## src/shared/ctrl_word_pkg.sv

```systemverilog
`default_nettype none
package ctrl_word_pkg;

   // Chain lengths in stage positions, position 1 being the stage nearest the data input.
   localparam int TXFIL_LEN = 32;
   localparam int TRX_LEN   = 64;
   localparam int TIF_LEN   = 24;
   localparam int WR_LEN    = 16;
   localparam int WR_COUNT  = 2;

   // Synchroniser depth and pin slots of the synchronised input vector.
   localparam int SYNC_DEPTH   = 3;
   localparam int PIN_COUNT    = 7;
   localparam int PIN_SHIFT    = 0;
   localparam int PIN_LATCH    = 1;
   localparam int PIN_DATA1    = 2;
   localparam int PIN_DATA2    = 3;
   localparam int PIN_GATE1    = 5;
   localparam int PIN_GATE2    = 6;

   // Transmit filter chain positions; the second register's printed 17..24 sit at 25..32.
   localparam int TXF_AMP       = 17;
   localparam int TXF_DRV       = 18;
   localparam int TXF_CHK_SEL   = 20;
   localparam int TXF_MUX_DIS   = 23;
   localparam int TXF_REG2_BASE = 8;
   localparam int TXF_LPF       = 17;
   localparam int TXF_BREAKIN   = 24;

   // Transceiver chain positions.
   localparam int TRX_STROBE    = 1;
   localparam int TRX_POWER     = 17;
   localparam int TRX_RF_GAIN   = 27;
   localparam int TRX_PRESEL    = 33;
   localparam int TRX_BPF       = 41;
   localparam int TRX_TX_EN     = 49;
   localparam int TRX_RX_EN     = 50;
   localparam int TRX_SC_DEMOD  = 51;
   localparam int TRX_FC_DEMOD  = 52;
   localparam int TRX_IF_BW     = 54;
   localparam int TRX_FAST_DECAY_SELECT  = 57;
   localparam int TRX_NB        = 58;
   localparam int TRX_AGC_OFF   = 59;
   localparam int TRX_CARRIER   = 60;
   localparam int TRX_CHK_SEL   = 61;
   localparam int TRX_CHK_DIS   = 64;
   localparam int TRX_BAND_STB  = 1;

   // Band register positions, loaded from transceiver positions 17..24.
   localparam int BAND_VCO      = 17;
   localparam int BAND_HALF     = 21;
   localparam int BAND_TEST     = 24;

   // Terminal interface chain positions.
   localparam int TIF_STB_AUDIO = 11;
   localparam int TIF_STB_CPL   = 12;
   localparam int TIF_EXT_AUDIO = 22;
   localparam int TIF_TX_AUDIO  = 23;
   localparam int TIF_LINE_OUT  = 24;
   localparam int TIF_KEY       = 17;
   localparam int TIF_CPL_CMD   = 18;
   localparam int TIF_STAT_SEL  = 21;
   localparam int TIF_STAT_DIS  = 24;

   // Watch receiver chain positions.
   localparam int WR_LOAD       = 1;
   localparam int WR_STB_BAND   = 3;
   localparam int WR_STB_PLL    = 4;
   localparam int WR_BAND       = 9;
   localparam int WR_HALF       = 13;
   localparam int WR_TEST       = 14;
   localparam int WR_RF_FILTER  = 15;

   // Transmit filter board controls.
   typedef struct packed {
      logic       final_amp_enable;
      logic       driver_stage_power;
      logic [2:0] amp_check_sel;
      logic [1:0] mux_disable;
      logic [6:0] lpf_band_sel;
      logic       breakin_relay_drive;
   } txfil_ctrl_s;

   // Transceiver board controls.
   typedef struct packed {
      logic [7:0] power_code;
      logic [5:0] rf_gain_code;
      logic [7:0] preselector_cap_bit;
      logic [4:0] bpf_sel;
      logic       tx_enable;
      logic       rx_enable;
      logic       suppressed_carrier_demod_sel;
      logic       full_carrier_demod_sel;
      logic [2:0] if_bw_sel;
      logic       fast_decay_select;
      logic       noise_blanker_on;
      logic       agc_disable;
      logic       carrier_insert;
      logic [2:0] check_sel;
      logic       check_disable;
   } trx_ctrl_s;

   // Band register behind the transceiver's first strobe.
   typedef struct packed {
      logic [3:0] vco_band;
      logic       upper_half;
      logic       self_test_enable;
   } band_ctrl_s;

   // Terminal interface controls, two downstream registers.
   typedef struct packed {
      logic       external_audio_select;
      logic       tx_audio_source_select;
      logic       line_out_source_select;
      logic       external_keying_out;
      logic [2:0] coupler_cmd;
      logic [2:0] coupler_status_sel;
      logic       coupler_status_disable;
   } tif_ctrl_s;

   // Watch receiver controls.
   typedef struct packed {
      logic [1:0] synth_load;
      logic       pll_latch;
      logic [3:0] band_sel;
      logic       upper_half;
      logic       self_test_enable;
      logic [1:0] rf_filter_sel;
   } wr_ctrl_s;

endpackage
`default_nettype wire

```

## src/rtl/shift_latch_chain.sv

```systemverilog
`default_nettype none
// One board's shift chain with its holding latch.
module shift_latch_chain
   import ctrl_word_pkg::*;
#(
   parameter int LEN = 24
)(
   input  wire logic           clk,
   input  wire logic           rst_n,
   input  wire logic           shift,
   input  wire logic           din,
   input  wire logic           load,
   output logic [LEN-1:0]      held
);

   logic [LEN-1:0] stage;       // Bits in flight; index 0 is position 1.
   logic [LEN-1:0] next_stage;  // Stage contents after this cycle.
   logic [LEN-1:0] next_held;   // Latch contents after this cycle.

   // New bits enter at position 1 and move toward the far end; the latch only follows
   // the stages on a load, so the parallel side never shows a half-shifted word.
   always_comb
   begin
      next_stage = stage;
      next_held  = held;
      if (shift)
      begin
         next_stage = {stage[LEN-2:0], din};
      end
      if (load)
      begin
         next_held = stage;
      end
   end

   // Registers of the chain.
   always_ff @(posedge clk or negedge rst_n)
   begin
      if (!rst_n)
      begin
         stage <= '0;
         held  <= '0;
      end
      else
      begin
         stage <= next_stage;
         held  <= next_held;
      end
   end

endmodule
`default_nettype wire

```

## src/rtl/serial_control_word_distributor.sv

```systemverilog
`default_nettype none
module serial_control_word_distributor
   import ctrl_word_pkg::*;
(
   input  wire logic                 clk,
   input  wire logic                 rst_n,
   input  wire logic                 shift_clock,
   input  wire logic                 latch_strobe,
   input  wire logic                 serial_data_first,
   input  wire logic                 serial_data_second,
   input  wire logic                 serial_data_third,
   input  wire logic                 strobe_gate_first,
   input  wire logic                 strobe_gate_second,
   output txfil_ctrl_s               txfil_ctrl,
   output trx_ctrl_s                 trx_ctrl,
   output logic [4:0]                trx_strobe,
   output band_ctrl_s                band_ctrl,
   output tif_ctrl_s                 tif_ctrl,
   output wr_ctrl_s [WR_COUNT-1:0]   wr_ctrl
);

   logic [PIN_COUNT-1:0]  pin_raw;        // Pins gathered for the synchronisers.
   logic [PIN_COUNT-1:0]  sync_a;         // First synchroniser stage.
   logic [PIN_COUNT-1:0]  sync_b;         // Second synchroniser stage.
   logic [PIN_COUNT-1:0]  sync_c;         // Third synchroniser stage.
   logic [PIN_COUNT-1:0]  pin_level;      // Accepted level per pin.
   logic [PIN_COUNT-1:0]  next_pin_level; // Level after this cycle.
   logic [PIN_COUNT-1:0]  pin_rise;       // Accepted rising edge this cycle.
   logic                  shift_pulse;    // One shift per rising shift clock.
   logic                  load_pulse;     // One latch per rising latch strobe.

   // Only the accepted levels are read below.
   // The raw pins never reach the chains.

   logic [TXFIL_LEN-1:0]  txfil_bits;     // Transmit filter latch contents.
   logic [TRX_LEN-1:0]    trx_bits;       // Transceiver latch contents.
   logic [TIF_LEN-1:0]    tif_bits;       // Terminal interface latch contents.
   logic [WR_LEN-1:0]     wr_bits [WR_COUNT];  // Watch receiver latch contents.

   logic [2:0]            gate_lvl;       // Band, audio and coupler gated strobes.
   logic [2:0]            gate_prev;      // Same strobes one cycle earlier.
   logic [2:0]            next_gate_prev; // Next value of gate_prev.
   logic [WR_COUNT-1:0]   wr_gate_lvl;    // Receiver band gated strobes.
   logic [WR_COUNT-1:0]   wr_gate_prev;   // Same one cycle earlier.

   // Next values of the stream-one outputs.

   txfil_ctrl_s           next_txfil_ctrl;
   trx_ctrl_s             next_trx_ctrl;
   logic [4:0]            next_trx_strobe;
   band_ctrl_s            next_band_ctrl;
   tif_ctrl_s             next_tif_ctrl;

   // Slot order follows the pin slots of the package.
   // A glitch shorter than one clock is never seen.
   assign pin_raw = {strobe_gate_second, strobe_gate_first, serial_data_third,
                     serial_data_second, serial_data_first, latch_strobe, shift_clock};

   // Three-flop synchronisers; a pin counts as changed only when the last two stages agree,
   // which also rejects a single-cycle glitch on the shift clock wire.
   always_ff @(posedge clk or negedge rst_n)
   begin
      if (!rst_n)
      begin
         sync_a    <= '0;
         sync_b    <= '0;
         sync_c    <= '0;
         pin_level <= '0;

      end
      else
      begin
         sync_a    <= pin_raw;
         sync_b    <= sync_a;
         sync_c    <= sync_b;

         pin_level <= next_pin_level;
      end
   end

   // A level that flips back before both agree is dropped on purpose.
   // Accept a new level only when stages two and three match.
   always_comb
   begin
      next_pin_level = pin_level;
      pin_rise       = '0;
      for (int i = 0; i < PIN_COUNT; i++)
      begin
         if (sync_b[i] == sync_c[i])
         begin
            next_pin_level[i] = sync_c[i];
            pin_rise[i]       = sync_c[i] & ~pin_level[i];
         end
      end
   end

   // Both pulses last one clock.
   // A pin held high gives no second pulse.
   assign shift_pulse = pin_rise[PIN_SHIFT];
   assign load_pulse  = pin_rise[PIN_LATCH];

   // Stream one drives all three boards on its branch; each has a chain of its own.
   shift_latch_chain #(.LEN(TXFIL_LEN)) u_txfil_chain
   (
      .clk   (clk),
      .rst_n (rst_n),
      .shift (shift_pulse),
      .din   (pin_level[PIN_DATA1]),
      .load  (load_pulse),
      .held  (txfil_bits)
   );

   // The transceiver chain is the longest.
   shift_latch_chain #(.LEN(TRX_LEN)) u_trx_chain
   (
      .clk   (clk),
      .rst_n (rst_n),
      .shift (shift_pulse),
      .din   (pin_level[PIN_DATA1]),
      .load  (load_pulse),
      .held  (trx_bits)
   );

   // The terminal chain needs only 24 stages.
   shift_latch_chain #(.LEN(TIF_LEN)) u_tif_chain
   (
      .clk   (clk),
      .rst_n (rst_n),
      .shift (shift_pulse),
      .din   (pin_level[PIN_DATA1]),
      .load  (load_pulse),
      .held  (tif_bits)
   );

   // Gated strobes for the downstream registers; a strobe fires only while its gate is high.
   assign gate_lvl[0] = trx_bits[TRX_BAND_STB-1] & pin_level[PIN_GATE1];
   assign gate_lvl[1] = tif_bits[TIF_STB_AUDIO-1] & pin_level[PIN_GATE1];
   assign gate_lvl[2] = tif_bits[TIF_STB_CPL-1] & pin_level[PIN_GATE1];

   // Decode of the stream-one boards and their downstream registers.
   always_comb
   begin
      next_gate_prev = gate_lvl;

      next_txfil_ctrl.final_amp_enable    = txfil_bits[TXF_AMP-1];
      next_txfil_ctrl.driver_stage_power  = txfil_bits[TXF_DRV-1];
      next_txfil_ctrl.amp_check_sel       = txfil_bits[TXF_CHK_SEL-1 +: 3];
      next_txfil_ctrl.mux_disable         = txfil_bits[TXF_MUX_DIS-1 +: 2];
      // Index 0 of the band select is the highest band.
      next_txfil_ctrl.lpf_band_sel        =
         txfil_bits[TXF_REG2_BASE+TXF_LPF-1 +: 7];
      next_txfil_ctrl.breakin_relay_drive =
         txfil_bits[TXF_REG2_BASE+TXF_BREAKIN-1];

      // The strobes are levels, not pulses.

      next_trx_strobe = trx_bits[TRX_STROBE-1 +: 5] & {5{pin_level[PIN_GATE1]}};

      next_trx_ctrl.power_code          = trx_bits[TRX_POWER-1 +: 8];
      next_trx_ctrl.rf_gain_code        = trx_bits[TRX_RF_GAIN-1 +: 6];

      // Position 33 is capacitor bit eight, so the field is reversed into place.
      for (int i = 0; i < 8; i++)
      begin
         next_trx_ctrl.preselector_cap_bit[7-i] = trx_bits[TRX_PRESEL-1+i];
      end

      next_trx_ctrl.bpf_sel             = trx_bits[TRX_BPF-1 +: 5];

      next_trx_ctrl.tx_enable           = trx_bits[TRX_TX_EN-1];
      next_trx_ctrl.rx_enable           = trx_bits[TRX_RX_EN-1];

      next_trx_ctrl.suppressed_carrier_demod_sel = trx_bits[TRX_SC_DEMOD-1];
      next_trx_ctrl.full_carrier_demod_sel       = trx_bits[TRX_FC_DEMOD-1];

      next_trx_ctrl.if_bw_sel           = trx_bits[TRX_IF_BW-1 +: 3];

      next_trx_ctrl.fast_decay_select   = trx_bits[TRX_FAST_DECAY_SELECT-1];
      next_trx_ctrl.noise_blanker_on    = trx_bits[TRX_NB-1];
      next_trx_ctrl.agc_disable         = trx_bits[TRX_AGC_OFF-1];
      next_trx_ctrl.carrier_insert      = trx_bits[TRX_CARRIER-1];
      next_trx_ctrl.check_sel           = trx_bits[TRX_CHK_SEL-1 +: 3];
      next_trx_ctrl.check_disable       = trx_bits[TRX_CHK_DIS-1];

      // Downstream registers take positions 17..24 only on a gated strobe's rising edge,
      // so they hold while the chain is reloaded for other purposes.
      // One load per gated rise.
      next_band_ctrl = band_ctrl;
      if (gate_lvl[0] && !gate_prev[0])
      begin
         next_band_ctrl.vco_band         = trx_bits[BAND_VCO-1 +: 4];
         next_band_ctrl.upper_half       = trx_bits[BAND_HALF-1];
         next_band_ctrl.self_test_enable = trx_bits[BAND_TEST-1];
      end
      else
      begin
         next_band_ctrl = band_ctrl;
      end


      // Audio and coupler registers load apart.
      next_tif_ctrl = tif_ctrl;
      if (gate_lvl[1] && !gate_prev[1])
      begin
         next_tif_ctrl.external_audio_select  = tif_bits[TIF_EXT_AUDIO-1];
         next_tif_ctrl.tx_audio_source_select = tif_bits[TIF_TX_AUDIO-1];
         next_tif_ctrl.line_out_source_select = tif_bits[TIF_LINE_OUT-1];
      end
      if (gate_lvl[2] && !gate_prev[2])
      begin
         next_tif_ctrl.external_keying_out    = tif_bits[TIF_KEY-1];
         next_tif_ctrl.coupler_cmd            = tif_bits[TIF_CPL_CMD-1 +: 3];
         next_tif_ctrl.coupler_status_sel     = tif_bits[TIF_STAT_SEL-1 +: 3];
         next_tif_ctrl.coupler_status_disable = tif_bits[TIF_STAT_DIS-1];
      end
   end

   // Every top output leaves straight from a flip-flop.
   // Output registers for the stream-one boards.
   always_ff @(posedge clk or negedge rst_n)
   begin
      if (!rst_n)
      begin
         gate_prev  <= '0;
         txfil_ctrl <= '0;
         trx_ctrl   <= '0;
         trx_strobe <= '0;
         band_ctrl  <= '0;
         tif_ctrl   <= '0;
      end
      else
      begin
         gate_prev  <= next_gate_prev;

         txfil_ctrl <= next_txfil_ctrl;
         trx_ctrl   <= next_trx_ctrl;
         trx_strobe <= next_trx_strobe;
         band_ctrl  <= next_band_ctrl;
         tif_ctrl   <= next_tif_ctrl;
      end
   end

   // Gate two serves both receivers.
   // Watch receivers: stream two feeds the first, stream three the second.
   genvar w;
   generate
      for (w = 0; w < WR_COUNT; w++)
      begin : g_wr
         wr_ctrl_s next_wr; // Receiver outputs after this cycle.

         // Each receiver has a chain of its own.

         shift_latch_chain #(.LEN(WR_LEN)) u_wr_chain
         (
            .clk   (clk),
            .rst_n (rst_n),
            .shift (shift_pulse),
            .din   (pin_level[PIN_DATA2+w]),
            .load  (load_pulse),
            .held  (wr_bits[w])
         );

         // Band fields load on the gated rising edge.
         assign wr_gate_lvl[w] = wr_bits[w][WR_STB_BAND-1] & pin_level[PIN_GATE2];

         // Load strobes pass ungated; the latch strobes use the second gate line.
         always_comb
         begin
            // Fields not loaded below keep their value.
            next_wr            = wr_ctrl[w];
            next_wr.synth_load = wr_bits[w][WR_LOAD-1 +: 2];
            next_wr.pll_latch  = wr_bits[w][WR_STB_PLL-1] & pin_level[PIN_GATE2];

            if (wr_gate_lvl[w] && !wr_gate_prev[w])
            begin
               next_wr.band_sel         = wr_bits[w][WR_BAND-1 +: 4];
               next_wr.upper_half       = wr_bits[w][WR_HALF-1];
               next_wr.self_test_enable = wr_bits[w][WR_TEST-1];
               next_wr.rf_filter_sel    = wr_bits[w][WR_RF_FILTER-1 +: 2];
            end
         end

         // Receiver output registers.
         always_ff @(posedge clk or negedge rst_n)
         begin
            if (!rst_n)
            begin
               wr_ctrl[w]      <= '0;
               wr_gate_prev[w] <= 1'b0;
            end
            else
            begin
               wr_ctrl[w]      <= next_wr;
               wr_gate_prev[w] <= wr_gate_lvl[w];
            end
         end
      end
   endgenerate

   // Limitation: the frame must be complete before the latch pin rises.
   // The stages are copied at the edge where the latch pulse is seen.
   // A shift seen in that same cycle is not in the copy.
   // Trade-off: filtering costs about four clocks per pin.
   // The pins are slow, so the delay is harmless.
   // Gate lines are taken active high.
   // Downstream registers react to edges, not levels.
   // A strobe bit left high loads its register once while its gate stays open.
   // Reset clears every output and every stage.

endmodule
`default_nettype wire

```

## config.mk

```make
export PLATFORM = sky130hd
export DESIGN_NAME = serial_control_word_distributor
export DESIGN_NICKNAME = d
export VERILOG_FILES = /design/src/shared/ctrl_word_pkg.sv /design/src/rtl/shift_latch_chain.sv /design/src/rtl/serial_control_word_distributor.sv
export SDC_FILE = /design/constraint.sdc
export NUM_CORES = 1
export LEC_CHECK = 0
export BUFFER_PORTS_ARGS = -buffer_cell sky130_fd_sc_hd__buf_2
export CORE_MARGIN = 1.5
export CORE_UTILIZATION = 40
export CTS_CLUSTER_SIZE = 20
export DETAILED_ROUTE_END_ITERATION = 7
export HOLD_SLACK_MARGIN = 0.15
export SKIP_CTS_REPAIR_TIMING = 1
export SLEW_MARGIN = 20
export SYNTH_ARGS = -nofsm -noshare
export SYNTH_HDL_FRONTEND = slang
export SYNTH_SLANG_ARGS = --single-unit
```

## constraint.sdc

```tcl
create_clock -name clk -period 3 [get_ports clk]
set_input_delay 0.3 -clock clk [delete_from_list [all_inputs] [get_ports clk]]
set_output_delay 0.3 -clock clk [all_outputs]
set_load 0.05 [all_outputs]
```

# Yosys cells after proc, flatten, opt, wreduce, memory -nomap -nowiden
# Index checks and enable logic that the tools add are counted.
# Widths: inputs -> output; s select.
# word_totals
register_bits,438
input_bits,9
out_inout_bits,101
word_cells,98
# op_classes
n_eq_ne,7
n_mux,2
bitwise_logic,12
reduce_logical,10
# ops
cell,count
$and 1x1->1,9
$eq 1x1->1,7
$and 5x5->5,1
$logic_and 1x1->1,5
$logic_not 1->1,5
$mux 1,2
$not 1->1,2

# Logic depth before layout (Yosys ltp)
# Gate-level depths: netlist (run 1).
# logic_depth
word_depth,3
ltp_mapped,4

# By module
# Synthesis (run 1) repeated with hierarchy kept, for this count alone.
# unflattened
cells_unflattened,840
hier_area_um2,16116.7
# modules_own_cells
mod,n_inst,cells_each,area_each_um2,seq_area_each_um2
shift_latch_chain (u_trx_chain),1,270,4832.1,3203.1
serial_control_word_distributor,1,196,4002.6,3328.2
shift_latch_chain (u_txfil_chain),1,136,2690.1,1601.5
shift_latch_chain (g_wr[0].u_wr_chain ...),2,68,1298.7,800.8
shift_latch_chain (u_tif_chain),1,102,1994.4,1201.2

# Worst setup path after synthesis (run 1)
# Ideal clock, no wire load.
# synth_timing
path_kind,reg-to-reg
startpoint,register pin_level[0]
endpoint,register g_wr[0].u_wr_chain.stage[10]
setup_time_ns,0.125
arrival_time_ns,1.109
required_ns,2.875
slack_ns,1.766
stages_incl_launch_ff,5
n_path_buf,2
period_less_slack_ns,1.234
path_cell_list,dfrtp_1 -> nand3b_4 -> buf_6 -> buf_6 -> mux2_4
# synth_via
elab_chain_len,3
# synth_rtl
item,line,rtl
"start, declared",serial_control_word_distributor.sv:26,logic [PIN_COUNT-1:0] pin_level;
"start signal, assigned",serial_control_word_distributor.sv:77,pin_level <= next_pin_level;
$not 1->1,serial_control_word_distributor.sv:92,pin_rise[i] = sync_c[i] & ~pin_level[i];
$and 1x1->1,serial_control_word_distributor.sv:92,
$mux 1,serial_control_word_distributor.sv:89,if (sync_b[i] == sync_c[i])
"end signal, assigned",shift_latch_chain.sv:46,stage <= next_stage;
"end, declared",shift_latch_chain.sv:16,logic [LEN-1:0] stage;
# No other way between the ends.
# A chain may end at the register's enable or synchronous reset.

# Worst setup path in the final report (run 1)
# layout_timing
startpoint,register sync_b[0]
endpoint,register u_trx_chain.stage[62]
# layout_via
elab_chain_len,2
# layout_rtl
item,line,rtl
"start, declared",serial_control_word_distributor.sv:24,logic [PIN_COUNT-1:0] sync_b;
"start signal, assigned",serial_control_word_distributor.sv:74,sync_b <= sync_a;
$eq 1x1->1,serial_control_word_distributor.sv:89,
$mux 1,serial_control_word_distributor.sv:89,
"end signal, assigned",shift_latch_chain.sv:46,
"end, declared",shift_latch_chain.sv:16,
# No other way between the ends.

==> results of run 1 <==
registers in the layout, indices dropped and copies added, names as in the netlist, 11 cells and up:
name / count
u_trx_chain.stage: 41
trx_ctrl: 37
g_wr.u_wr_chain.stage: 32
u_trx_chain.held: 30
g_wr.u_wr_chain.held: 24
u_txfil_chain.stage: 23
wr_ctrl: 22
u_txfil_chain.held: 21
tif_ctrl: 11
worst max-delay path by stage:
| stage | start | endpoint | slack [ns] | cells after the start |
|---|---|---|---|---|
| 2_1_floorplan | pin_level[0]$_DFFE_PN0N_ | g_wr[0].u_wr_chain.stage[10]$_DFFE_PN0P_ | 1.77 | 4 |
| 3_3_place_gp | sync_b[0]$_DFF_PN0_ | u_trx_chain.stage[60]$_DFFE_PN0P_ | 1.17 | 3 |
| 3_5_place_dp | sync_b[0]$_DFF_PN0_ | u_trx_chain.stage[32]$_DFFE_PN0P_ | 1.12 | 3 |
| 4_1_cts | sync_b[0]$_DFF_PN0_ | u_trx_chain.stage[42]$_DFFE_PN0P_ | 1.11 | 3 |
| 5_1_grt | sync_b[0]$_DFF_PN0_ | u_trx_chain.stage[45]$_DFFE_PN0P_ | 1.03 | 3 |
| 6_report | sync_b[0]$_DFF_PN0_ | u_trx_chain.stage[62]$_DFFE_PN0P_ | 1.15 | 3 |
stage by stage:
| stage | hold WS, ns | instance area, sq um | worst slack, ns | total power (uW) |
|---|---|---|---|---|
| after floorplan | 0.00441 | 10200 | 1.77 | 5180 |
| after global placement | 0.333 | 11000 | 1.17 | 5410 |
| after detailed placement | 0.335 | 11000 | 1.12 | 5450 |
| after CTS | -0.211 | 12000 | 1.11 | 9110 |
| after global routing | 0.353 | 12100 | 1.03 | 9390 |
| final | 0.344 | 12100 | 1.15 | 8960 |
synthesized netlist by cell type, drive strengths merged:
library cell,instances
nand3b,7
dfrtp,291
buf,33
and2,11
maj3,7
mux2,204
cells by family after synthesis:
logic type | after synthesis | synth area share, %
and+or+nand+nor | 18 | 1.43
adders and majority gates | 7 | 0.686
DFF | 291 | 71.3
buffers and inverters | 33 | 2.63
muxes | 204 | 24.0
layer usage:
layer	GRT usage [%]	part of all wire [%]	wire, microns
met5	0	0	0
met4	3.96	2.4	370
met3	2.47	5.3	822
met2	18.7	46	7050
met1	17.1	47	7210
layout make-up:
class,instances,area (sq um)
clock inverters,9,81.3
multi-input cells,229,2660
flip-flops and latches,291,7280
clock buffers,46,902
well taps,330,413
repair buffers,125,758
fillers,2210,13000
power by group through the flow:
stage	clock network, uW	registers (uW)	logic, uW
final	3590	4490	880
after global routing	3900	4540	951
after CTS	3720	4490	892
after detailed placement	0	4560	887
after global placement	0	4550	861
after floorplan	0	4680	491
==> impl_results.md, run 1 <==
- Post-DP HPWL: 9310 microns
- Cell area after synthesis: between 0.01 and 0.015 sq mm
- Pwr Density: roughly 740 mW/mm^2
- Die height: between 150 and 200 microns
- Slew Limit Fails: 0
- CP top delay family: buffers and inverters
- # port buffers: around 110
- Final Core Density: 48.2%
- Worst R2R Setup Slack: about 1.1 ns
- Outcome: finished, final reports clean
- Crit path cell chain: nand3b_4 -> buf_4 -> mux2_2
- Post-route ant nets: 0
- Post-Route Setup TNS: 0 ns
- Sequential Power Share: 50.1%
- Ranking of synthesized cells by area: dfrtp_1 71%, mux2_2 18%, mux2_4 5.9%
- Largest net degree at the start of global routing: between 90 and 100
- Sequential fraction of the synthesis area: a little under three quarters
- 1st-iter DRT viols: 161
- Switching Share: about a quarter
- Vias: roughly 4.8k
- Clk slew on worst S/H paths: ~0.06 ns
- # DRC: 0
- I/O pin cnt: 110
- Die Wd: 163 microns
- Hold Crit Start: sync_a[6]$_DFF_PN0_
- First-pass GRT wire length: roughly 26000 microns
- RSZ-0062 raised after global routing: false
- Internal: a little under 7000 uW
- TritonCTS buffer count: 30
- Setup crit start kind: register
- Clk_lat worst skew: 0.54 ns
- Critical Path Max Stage Delay: between 0.4 and 0.5 ns
- Initial core utilization: 40.7%
- Nature of the critical path endpoint: register
- Largest area contributor in the netlist: dfrtp_1
- Max cap viols: 0
- Detailed Routing Iterations Pass 1: 4
- Setup Viol. Count Final: 0
- Ys Warns: 0
- Root buffer cell: clkbuf_16
- Post-Layout Cell Count: 1030
- Fin. Hold Viols: 0
- Gr ovfl total: 0
- P&R area growth vs syn: 18.5%
- Combinational power share: 9.8%
- Synth cell types: 10
- Most common cell after layout, fill and taps aside: dfrtp_1
- Clock power share: between 40% and 50%
- Dpl cells: approximately 970
- Worst path required time: ~3.4 ns
- Register-to-Register Path Depth: 3
- Worst-case hold path end point: sync_b[6]$_DFF_PN0_
- Clk_skew: ~0.009 ns
- Worst Path Max Fanout: 35
- Class of the worst hold path: register to register
- GRT Util Overall: between 10% and 20%
- Critical R2R Launch: sync_b[0]$_DFF_PN0_
- DIE AREA: between 0.02 and 0.03 sq mm
- Core Region: 0.0251 sq mm
- Core Rows: 58
- Achievable frequency: around 0.54 GHz
- Max clock buf depth: 3
- Initial antenna violation count: 0
- Fin crit period: approximately 1.9 ns
- CTS H-tree depth: 1
- Synth Register Bits: ~290
- Period utilization: approximately 60%
- Most frequent cells in the layout: 291 x dfrtp_1, 164 x mux2_2, 108 x buf_2
- Reg-to-reg endpoint: u_trx_chain.stage[62]$_DFFE_PN0P_
- CP max stage cell: buf_4
- VDD IR-drop max: about 0.52 mV
- CP Class: register to register
- WP buf/inv: 1
- Total Wirelength: around 15000 microns
- Rel. slew slack: a little over half
- Syn_area_per_cell: 18.5 sq um
- Number of global-route vias before repair: ~5k
- Area fraction of the dominant cell type after synthesis: a little under three quarters
- Sw Pwr: 2110 uW
- Cell count after synthesis: 553
- CTS tree: done
- Post-DR wirelength/cell: between 15 and 20 microns
- WHS Path Cells: 0
- ANT cells: 0
- Synthesized net count: approximately 560
- Worst EP arrival: 2.27 ns
- Slew at the pin closest to its max-slew limit: between 0.6 and 0.7 ns
- Via/cell ratio: between 4 and 5
- Leak: 0.00646 uW
- Fin nets: 686
- Clock sink count: roughly 290
- Layout cells sized above 1: between 50% and 60%
- GPL Wtd Cong: about 0.69
No activity file was read; power rests on OpenSTA's default activity.
==> run 2: changes to the inputs <==
clock period = 1.7 ns   (was 3 ns; I/O delays follow)
==> impl_results.md, run 2 (synthesized netlist as in run 1, its figures left out) <==
- Die Wd: 163 microns (unchanged)
- Layout cells sized above 1: 54.0% (+1.1 points)
- Vias: 4790 (+0.61%)
- Die height: 163 microns (unchanged)
- Fin crit period: 1.42 ns
- Slew Limit Fails: 0 (unchanged)
- Max clock buf depth: 3 (unchanged)
- Rel. slew slack: 69.5% (+15 points)
- Crit path cell chain: buf_2
- DIE AREA: 0.0265 sq mm (unchanged)
- Initial antenna violation count: 0 (unchanged)
- P&R area growth vs syn: 19.8%
- VDD IR-drop max: 0.907 mV (+74%)
- Clk slew on worst S/H paths: 0.06 ns (about the same)
- Number of global-route vias before repair: 5233 (+3.8%)
- CP top delay family: flip-flops
- Critical Path Max Stage Delay: 0.42 ns (-0.05 ns)
- Detailed Routing Iterations Pass 1: 4 (unchanged)
- Root buffer cell: clkbuf_16
- Core Rows: 58 (unchanged)
- Most common cell after layout, fill and taps aside: dfrtp_1
- Leak: 0.00654 uW (+1.2%)
- Clock sink count: 291 (unchanged)
- Setup Viol. Count Final: 0 (unchanged)
- Core Region: 0.0251 sq mm (unchanged)
- Clk_skew: 0.00788 ns (-0.000948 ns)
- Post-Route Setup TNS: 0 ns (unchanged)
- Max reg flops: 41 (unchanged)
- Fill count: 2168 (-1.9%)
- Gr ovfl total: 0 (unchanged)
- Fin. Hold Viols: 0 (unchanged)
- Hold Slack: 0.129 ns (-0.215 ns)
- Worst EP arrival: 1.25 ns (-1.02 ns)
- Nature of the critical path endpoint: output port
- Via/cell ratio: 4.63 (+0.22%)
- RSZ-0062 raised after global routing: false
- Class of the worst hold path: input port to async pin
- Post-DP HPWL: 9580 microns (+2.9%)
- Critical R2R Launch: sync_b[0]$_DFF_PN0_
- Post-DR wirelength/cell: 14.9 microns (-0.59%)
- Outcome: finished, final reports clean
- GRT Util Overall: 12.3% (+0.15 points)
- CTS tree: done
- # port buffers: 109 (unchanged)
- CP max stage cell: dfrtp_1
- # DRC: 0 (unchanged)
- Total Wirelength: 15400 microns (-0.20%)
- Most frequent cells in the layout: 291 x dfrtp_1, 164 x mux2_2, 108 x buf_2
- Pwr Density: 1330 mW/mm^2 (+79%)
- Post-route ant nets: 0 (unchanged)
- Fin nets: 690 (+0.58%)
- TritonCTS buffer count: 31 (+3.3%)
- I/O pin cnt: 110 (unchanged)
- Initial core utilization: 40.7% (unchanged)
- Largest net degree at the start of global routing: 70 (-24%)
- Setup crit start kind: register
- Worst setup margin: 0.278 ns (-0.870 ns)
- GPL Wtd Cong: 0.676 (-2.4%)
- Worst Path Max Fanout: 2 (-94%)
- Biggest regs: u_trx_chain.stage (41), trx_ctrl (37), g_wr.u_wr_chain.stage (32)
- CP Launch Point: trx_ctrl[31]$_DFF_PN0_
- Clk_lat worst skew: 0.54 ns (about the same)
- First-pass GRT wire length: 26500 microns (+1.2%)
- Worst path required time: 1.53 ns (-1.89 ns)
- ANT cells: 0 (unchanged)
- WP buf/inv: 1 (unchanged)
- Period utilization: 83.6%
- Pre-CTS setup slack: 0.300 ns (-0.824 ns)
- 1st-iter DRT viols: 170 (+5.6%)
- CTS H-tree depth: 1 (unchanged)
- Max cap viols: 0 (unchanged)
- CP Class: register to output port
- Slew at the pin closest to its max-slew limit: 0.457 ns (-0.231 ns)
- Achievable frequency: 0.703 GHz
- Top reg by flops: u_trx_chain.stage
run 2: cell count changes in the layout (fill, tap and decap cells not counted):
cell,previous run,this run
clkinvlp_4,2,1
clkinv_2,5,7
bufinv_16,1,2
buf_12,5,8
clkinv_4,0,1
clkbuf_1,8,2
clkbuf_8,7,11
run 2: final timing paths:
path	to	slack [ns]	cells past startpoint
max	trx_ctrl[31]	0.28	1
min	trx_strobe[3]$_DFF_PN0_	0.13	2
max reg2reg	u_txfil_chain.stage[14]$_DFFE_PN0P_	0.30	3
min reg2reg	sync_b[4]$_DFF_PN0_	0.35	0
max in group asynchronous	g_wr[0].u_wr_chain.stage[4]$_DFFE_PN0P_	0.85	3
min in group clk	sync_a[6]$_DFF_PN0_	0.27	2
run 2: layout make-up:
cell class,count,area [sq um],area share [%]
Sequential cell,291,7280,59.5
Timing Repair Buffer,128,818,6.69
Clock inverter,12,123,1.00
Tap cell,330,413,3.37
Multi-Input combinational cell,229,2660,21.8
Clock buffer,44,935,7.64
run 2: where the power goes:
group          switching [uW]  internal (uW)
logic                     829            738
clock network            2620           4110
registers                 349           7560
run 2: routing by layer:
metal	routed length [microns]	global-route usage [%]	vias to the layer above
li1	-	-	2167
met1	7170	16.9	2482
met2	7100	19.5	107
met3	741	2.29	34
met4	411	4.05	0
met5	0	0	-
run 2: stage by stage:
| step | instances | instance area, sq um | utilization (%) | total power (uW) |
|---|---|---|---|---|
| global placement | 970 | 11100 | 44.2 | 9560 |
| finish | 1034 | 12200 | 48.7 | 16200 |
| floorplan | 553 | 10200 | - | 9130 |
| detailed placement | 970 | 11100 | 44.2 | 9620 |
| CTS | 1026 | 12200 | 48.4 | 16500 |
| global route | 1034 | 12200 | 48.7 | 16900 |
==> run 3: changes to the inputs <==
clock period = 1.3 ns   (was 1.7 ns; I/O delays follow)
==> impl_results.md, run 3 (synthesized netlist as in run 1, its figures left out) <==
- Gr ovfl total: 0 (unchanged)
- 1st-iter DRT viols: 169 (-0.59%)
- I/O pin cnt: 110 (unchanged)
- Total Wirelength: 16100 microns (+4.5%)
- Combinational power share: 10.4% (+0.7 points)
- Slew at the pin closest to its max-slew limit: 0.303 ns (-0.154 ns)
- Leak: 0.00671 uW (+2.6%)
- Most common cell after layout, fill and taps aside: dfrtp_1
- Core Region: 0.0251 sq mm (unchanged)
- First-pass GRT wire length: 26300 microns (-0.73%)
- Setup crit start kind: register
- Post-DP HPWL: 10000 microns (+4.9%)
- Worst setup margin: -0.0284 ns (-0.307 ns)
- Post-route ant nets: 0 (unchanged)
- Slew Limit Fails: 0 (unchanged)
- CTS H-tree depth: 1 (unchanged)
- Area taken by multi-input logic gates: 0.00271 sq mm (+1.6%)
- Dpl cells: 981 (+1.1%)
- Sw Pwr: 5010 uW (+32%)
- Top reg by flops: u_trx_chain.stage
- Vias: 4828 (+0.79%)
- Setup Viol. Count Final: 53 (+53)
- Fin. Hold Viols: 0 (unchanged)
- Pwr Density: 1710 mW/mm^2 (+29%)
- Achievable frequency: ~0.75 GHz
- RSZ-0062 raised after global routing: true
- Violated checks: negative setup slack
- Largest net degree at the start of global routing: 53 (-24%)
- Clk_lat worst skew: 0.53 ns (about the same)
- Number of global-route vias before repair: 5105 (-2.4%)
- GPL Wtd Cong: 0.679 (+0.41%)
- Root buffer cell: clkbuf_16
- VDD IR-drop max: 1.26 mV (+39%)
- GRT Util Overall: 12.3% (about the same)
- Fill count: 2103 (-3.0%)
- Initial antenna violation count: 0 (unchanged)
- P&R area growth vs syn: 25.3%
- Fin nets: 704 (+2.0%)
- CTS tree: done
- Clk slew on worst S/H paths: 0.06 ns (about the same)
- Core Rows: 58 (unchanged)
- Max cap viols: 0 (unchanged)
- # port buffers: 109 (unchanged)
- Clock sink count: 291 (unchanged)
- Clock power share: 42.4% (+0.9 points)
- Die height: 163 microns (unchanged)
- # DRC: 0 (unchanged)
- Layout cells sized above 1: 54.7% (+0.76 points)
- TritonCTS buffer count: 30 (-3.2%)
- Clk_skew: 0.00970 ns (+0.00182 ns)
- Most frequent cells in the layout: 291 x dfrtp_1, 153 x mux2_2, 51 x mux2_4
- Outcome: complete, but fails checks
- Max clock buf depth: 3 (unchanged)
- Fin crit period: between 1 and 1.5 ns
- Worst path required time: 1.72 ns (+0.19 ns)
- Class of the worst hold path: input port to async pin
- Sequential Power Share: 47.3% (-1.5 points)
- DIE AREA: 0.0265 sq mm (unchanged)
- Biggest regs: u_trx_chain.stage (41), trx_ctrl (37), g_wr.u_wr_chain.stage (32)
- Post-Layout Cell Count: 1048 (+1.4%)
- ANT cells: 0 (unchanged)
- Max reg flops: 41 (unchanged)
- Switching Share: 22.9% (-0.59 points)
- Rel. slew slack: 79.8% (+10 points)
- Detailed Routing Iterations Pass 1: 4 (unchanged)
- Power consumption: 21900 uW (+35%)
- CP Class: register to register
- Internal: 16900 uW (+36%)
- Worst Path Max Fanout: 14 (+12)
- Initial core utilization: 40.7% (unchanged)
- Via/cell ratio: 4.61 (-0.55%)
- Worst EP arrival: 1.75 ns (+0.50 ns)
- Period utilization: 102%
- Post-DR wirelength/cell: 15.4 microns (+3.1%)
- Nature of the critical path endpoint: register
- FF+latch area: 0.00728 sq mm (unchanged)
- Die Wd: 163 microns (unchanged)
[run 3: critical path, stage by stage (launching register included)]
cell	delay [ns]
dfrtp_1	0.43
nand3b_4	0.21
clkbuf_16	0.23
mux2_2	0.34
[run 3: layer usage]
| metal | track usage [%] | routed length, microns | vias up | share of wire [%] |
|---|---|---|---|---|
| met4 | 3.88 | 391 | 0 | 2.4 |
| met1 | 17.1 | 7570 | 2495 | 47 |
| met3 | 2.60 | 653 | 32 | 4.0 |
| li1 | - | - | 2192 | - |
| met5 | 0 | 0 | - | 0 |
| met2 | 19.2 | 7510 | 109 | 47 |
[run 3: cell type report]
type	instances	share of cell area [%]
Clock buffer	40	6.79
Clock inverter	15	1.82
Multi-Input combinational cell	229	21.1
Sequential cell	291	56.9
Tap cell	330	3.22
Timing Repair Buffer	143	10.2
[run 3: worst paths after layout]
path | startpoint | slack, ns | endpoint | depth (start not counted)
setup / recovery | sync_b[1]$_DFF_PN0_ | -0.03 | u_trx_chain.held[43]$_DFFE_PN0P_ | 3
hold / removal | rst_n | 0.06 | pin_level[5]$_DFFE_PN0N_ | 2
setup reg to reg | sync_b[1]$_DFF_PN0_ | -0.03 | u_trx_chain.held[43]$_DFFE_PN0P_ | 3
hold reg to reg | sync_a[4]$_DFF_PN0_ | 0.35 | sync_b[4]$_DFF_PN0_ | 0
max in group asynchronous | rst_n | 0.60 | u_trx_chain.held[35]$_DFFE_PN0P_ | 4
min in group clk | strobe_gate_first | 0.24 | sync_a[5]$_DFF_PN0_ | 2
[run 3: power by group through the flow]
stage	combinational [uW]	sequential (uW)	clock (uW)
floorplan	1130	10800	0
global placement	2120	10500	0
detailed placement	2180	10500	0
CTS	2190	10400	9590
global route	2450	10500	9950
finish	2270	10300	9280
[run 3: through the flow]
step                setup WS (ns)  area, sq um  TNS, ns  util, %  hold WS (ns)
floorplan                  0.0661        10200        0        -        -0.166
global placement           0.0406        11300        0     44.9        0.0277
detailed placement        0.00456        11300        0     44.9        0.0283
CTS                       -0.0642        12400   -0.880     49.3        -0.553
global route              -0.0722        12800    -5.49     51.0        0.0694
finish                    -0.0284        12800   -0.800     51.0        0.0610
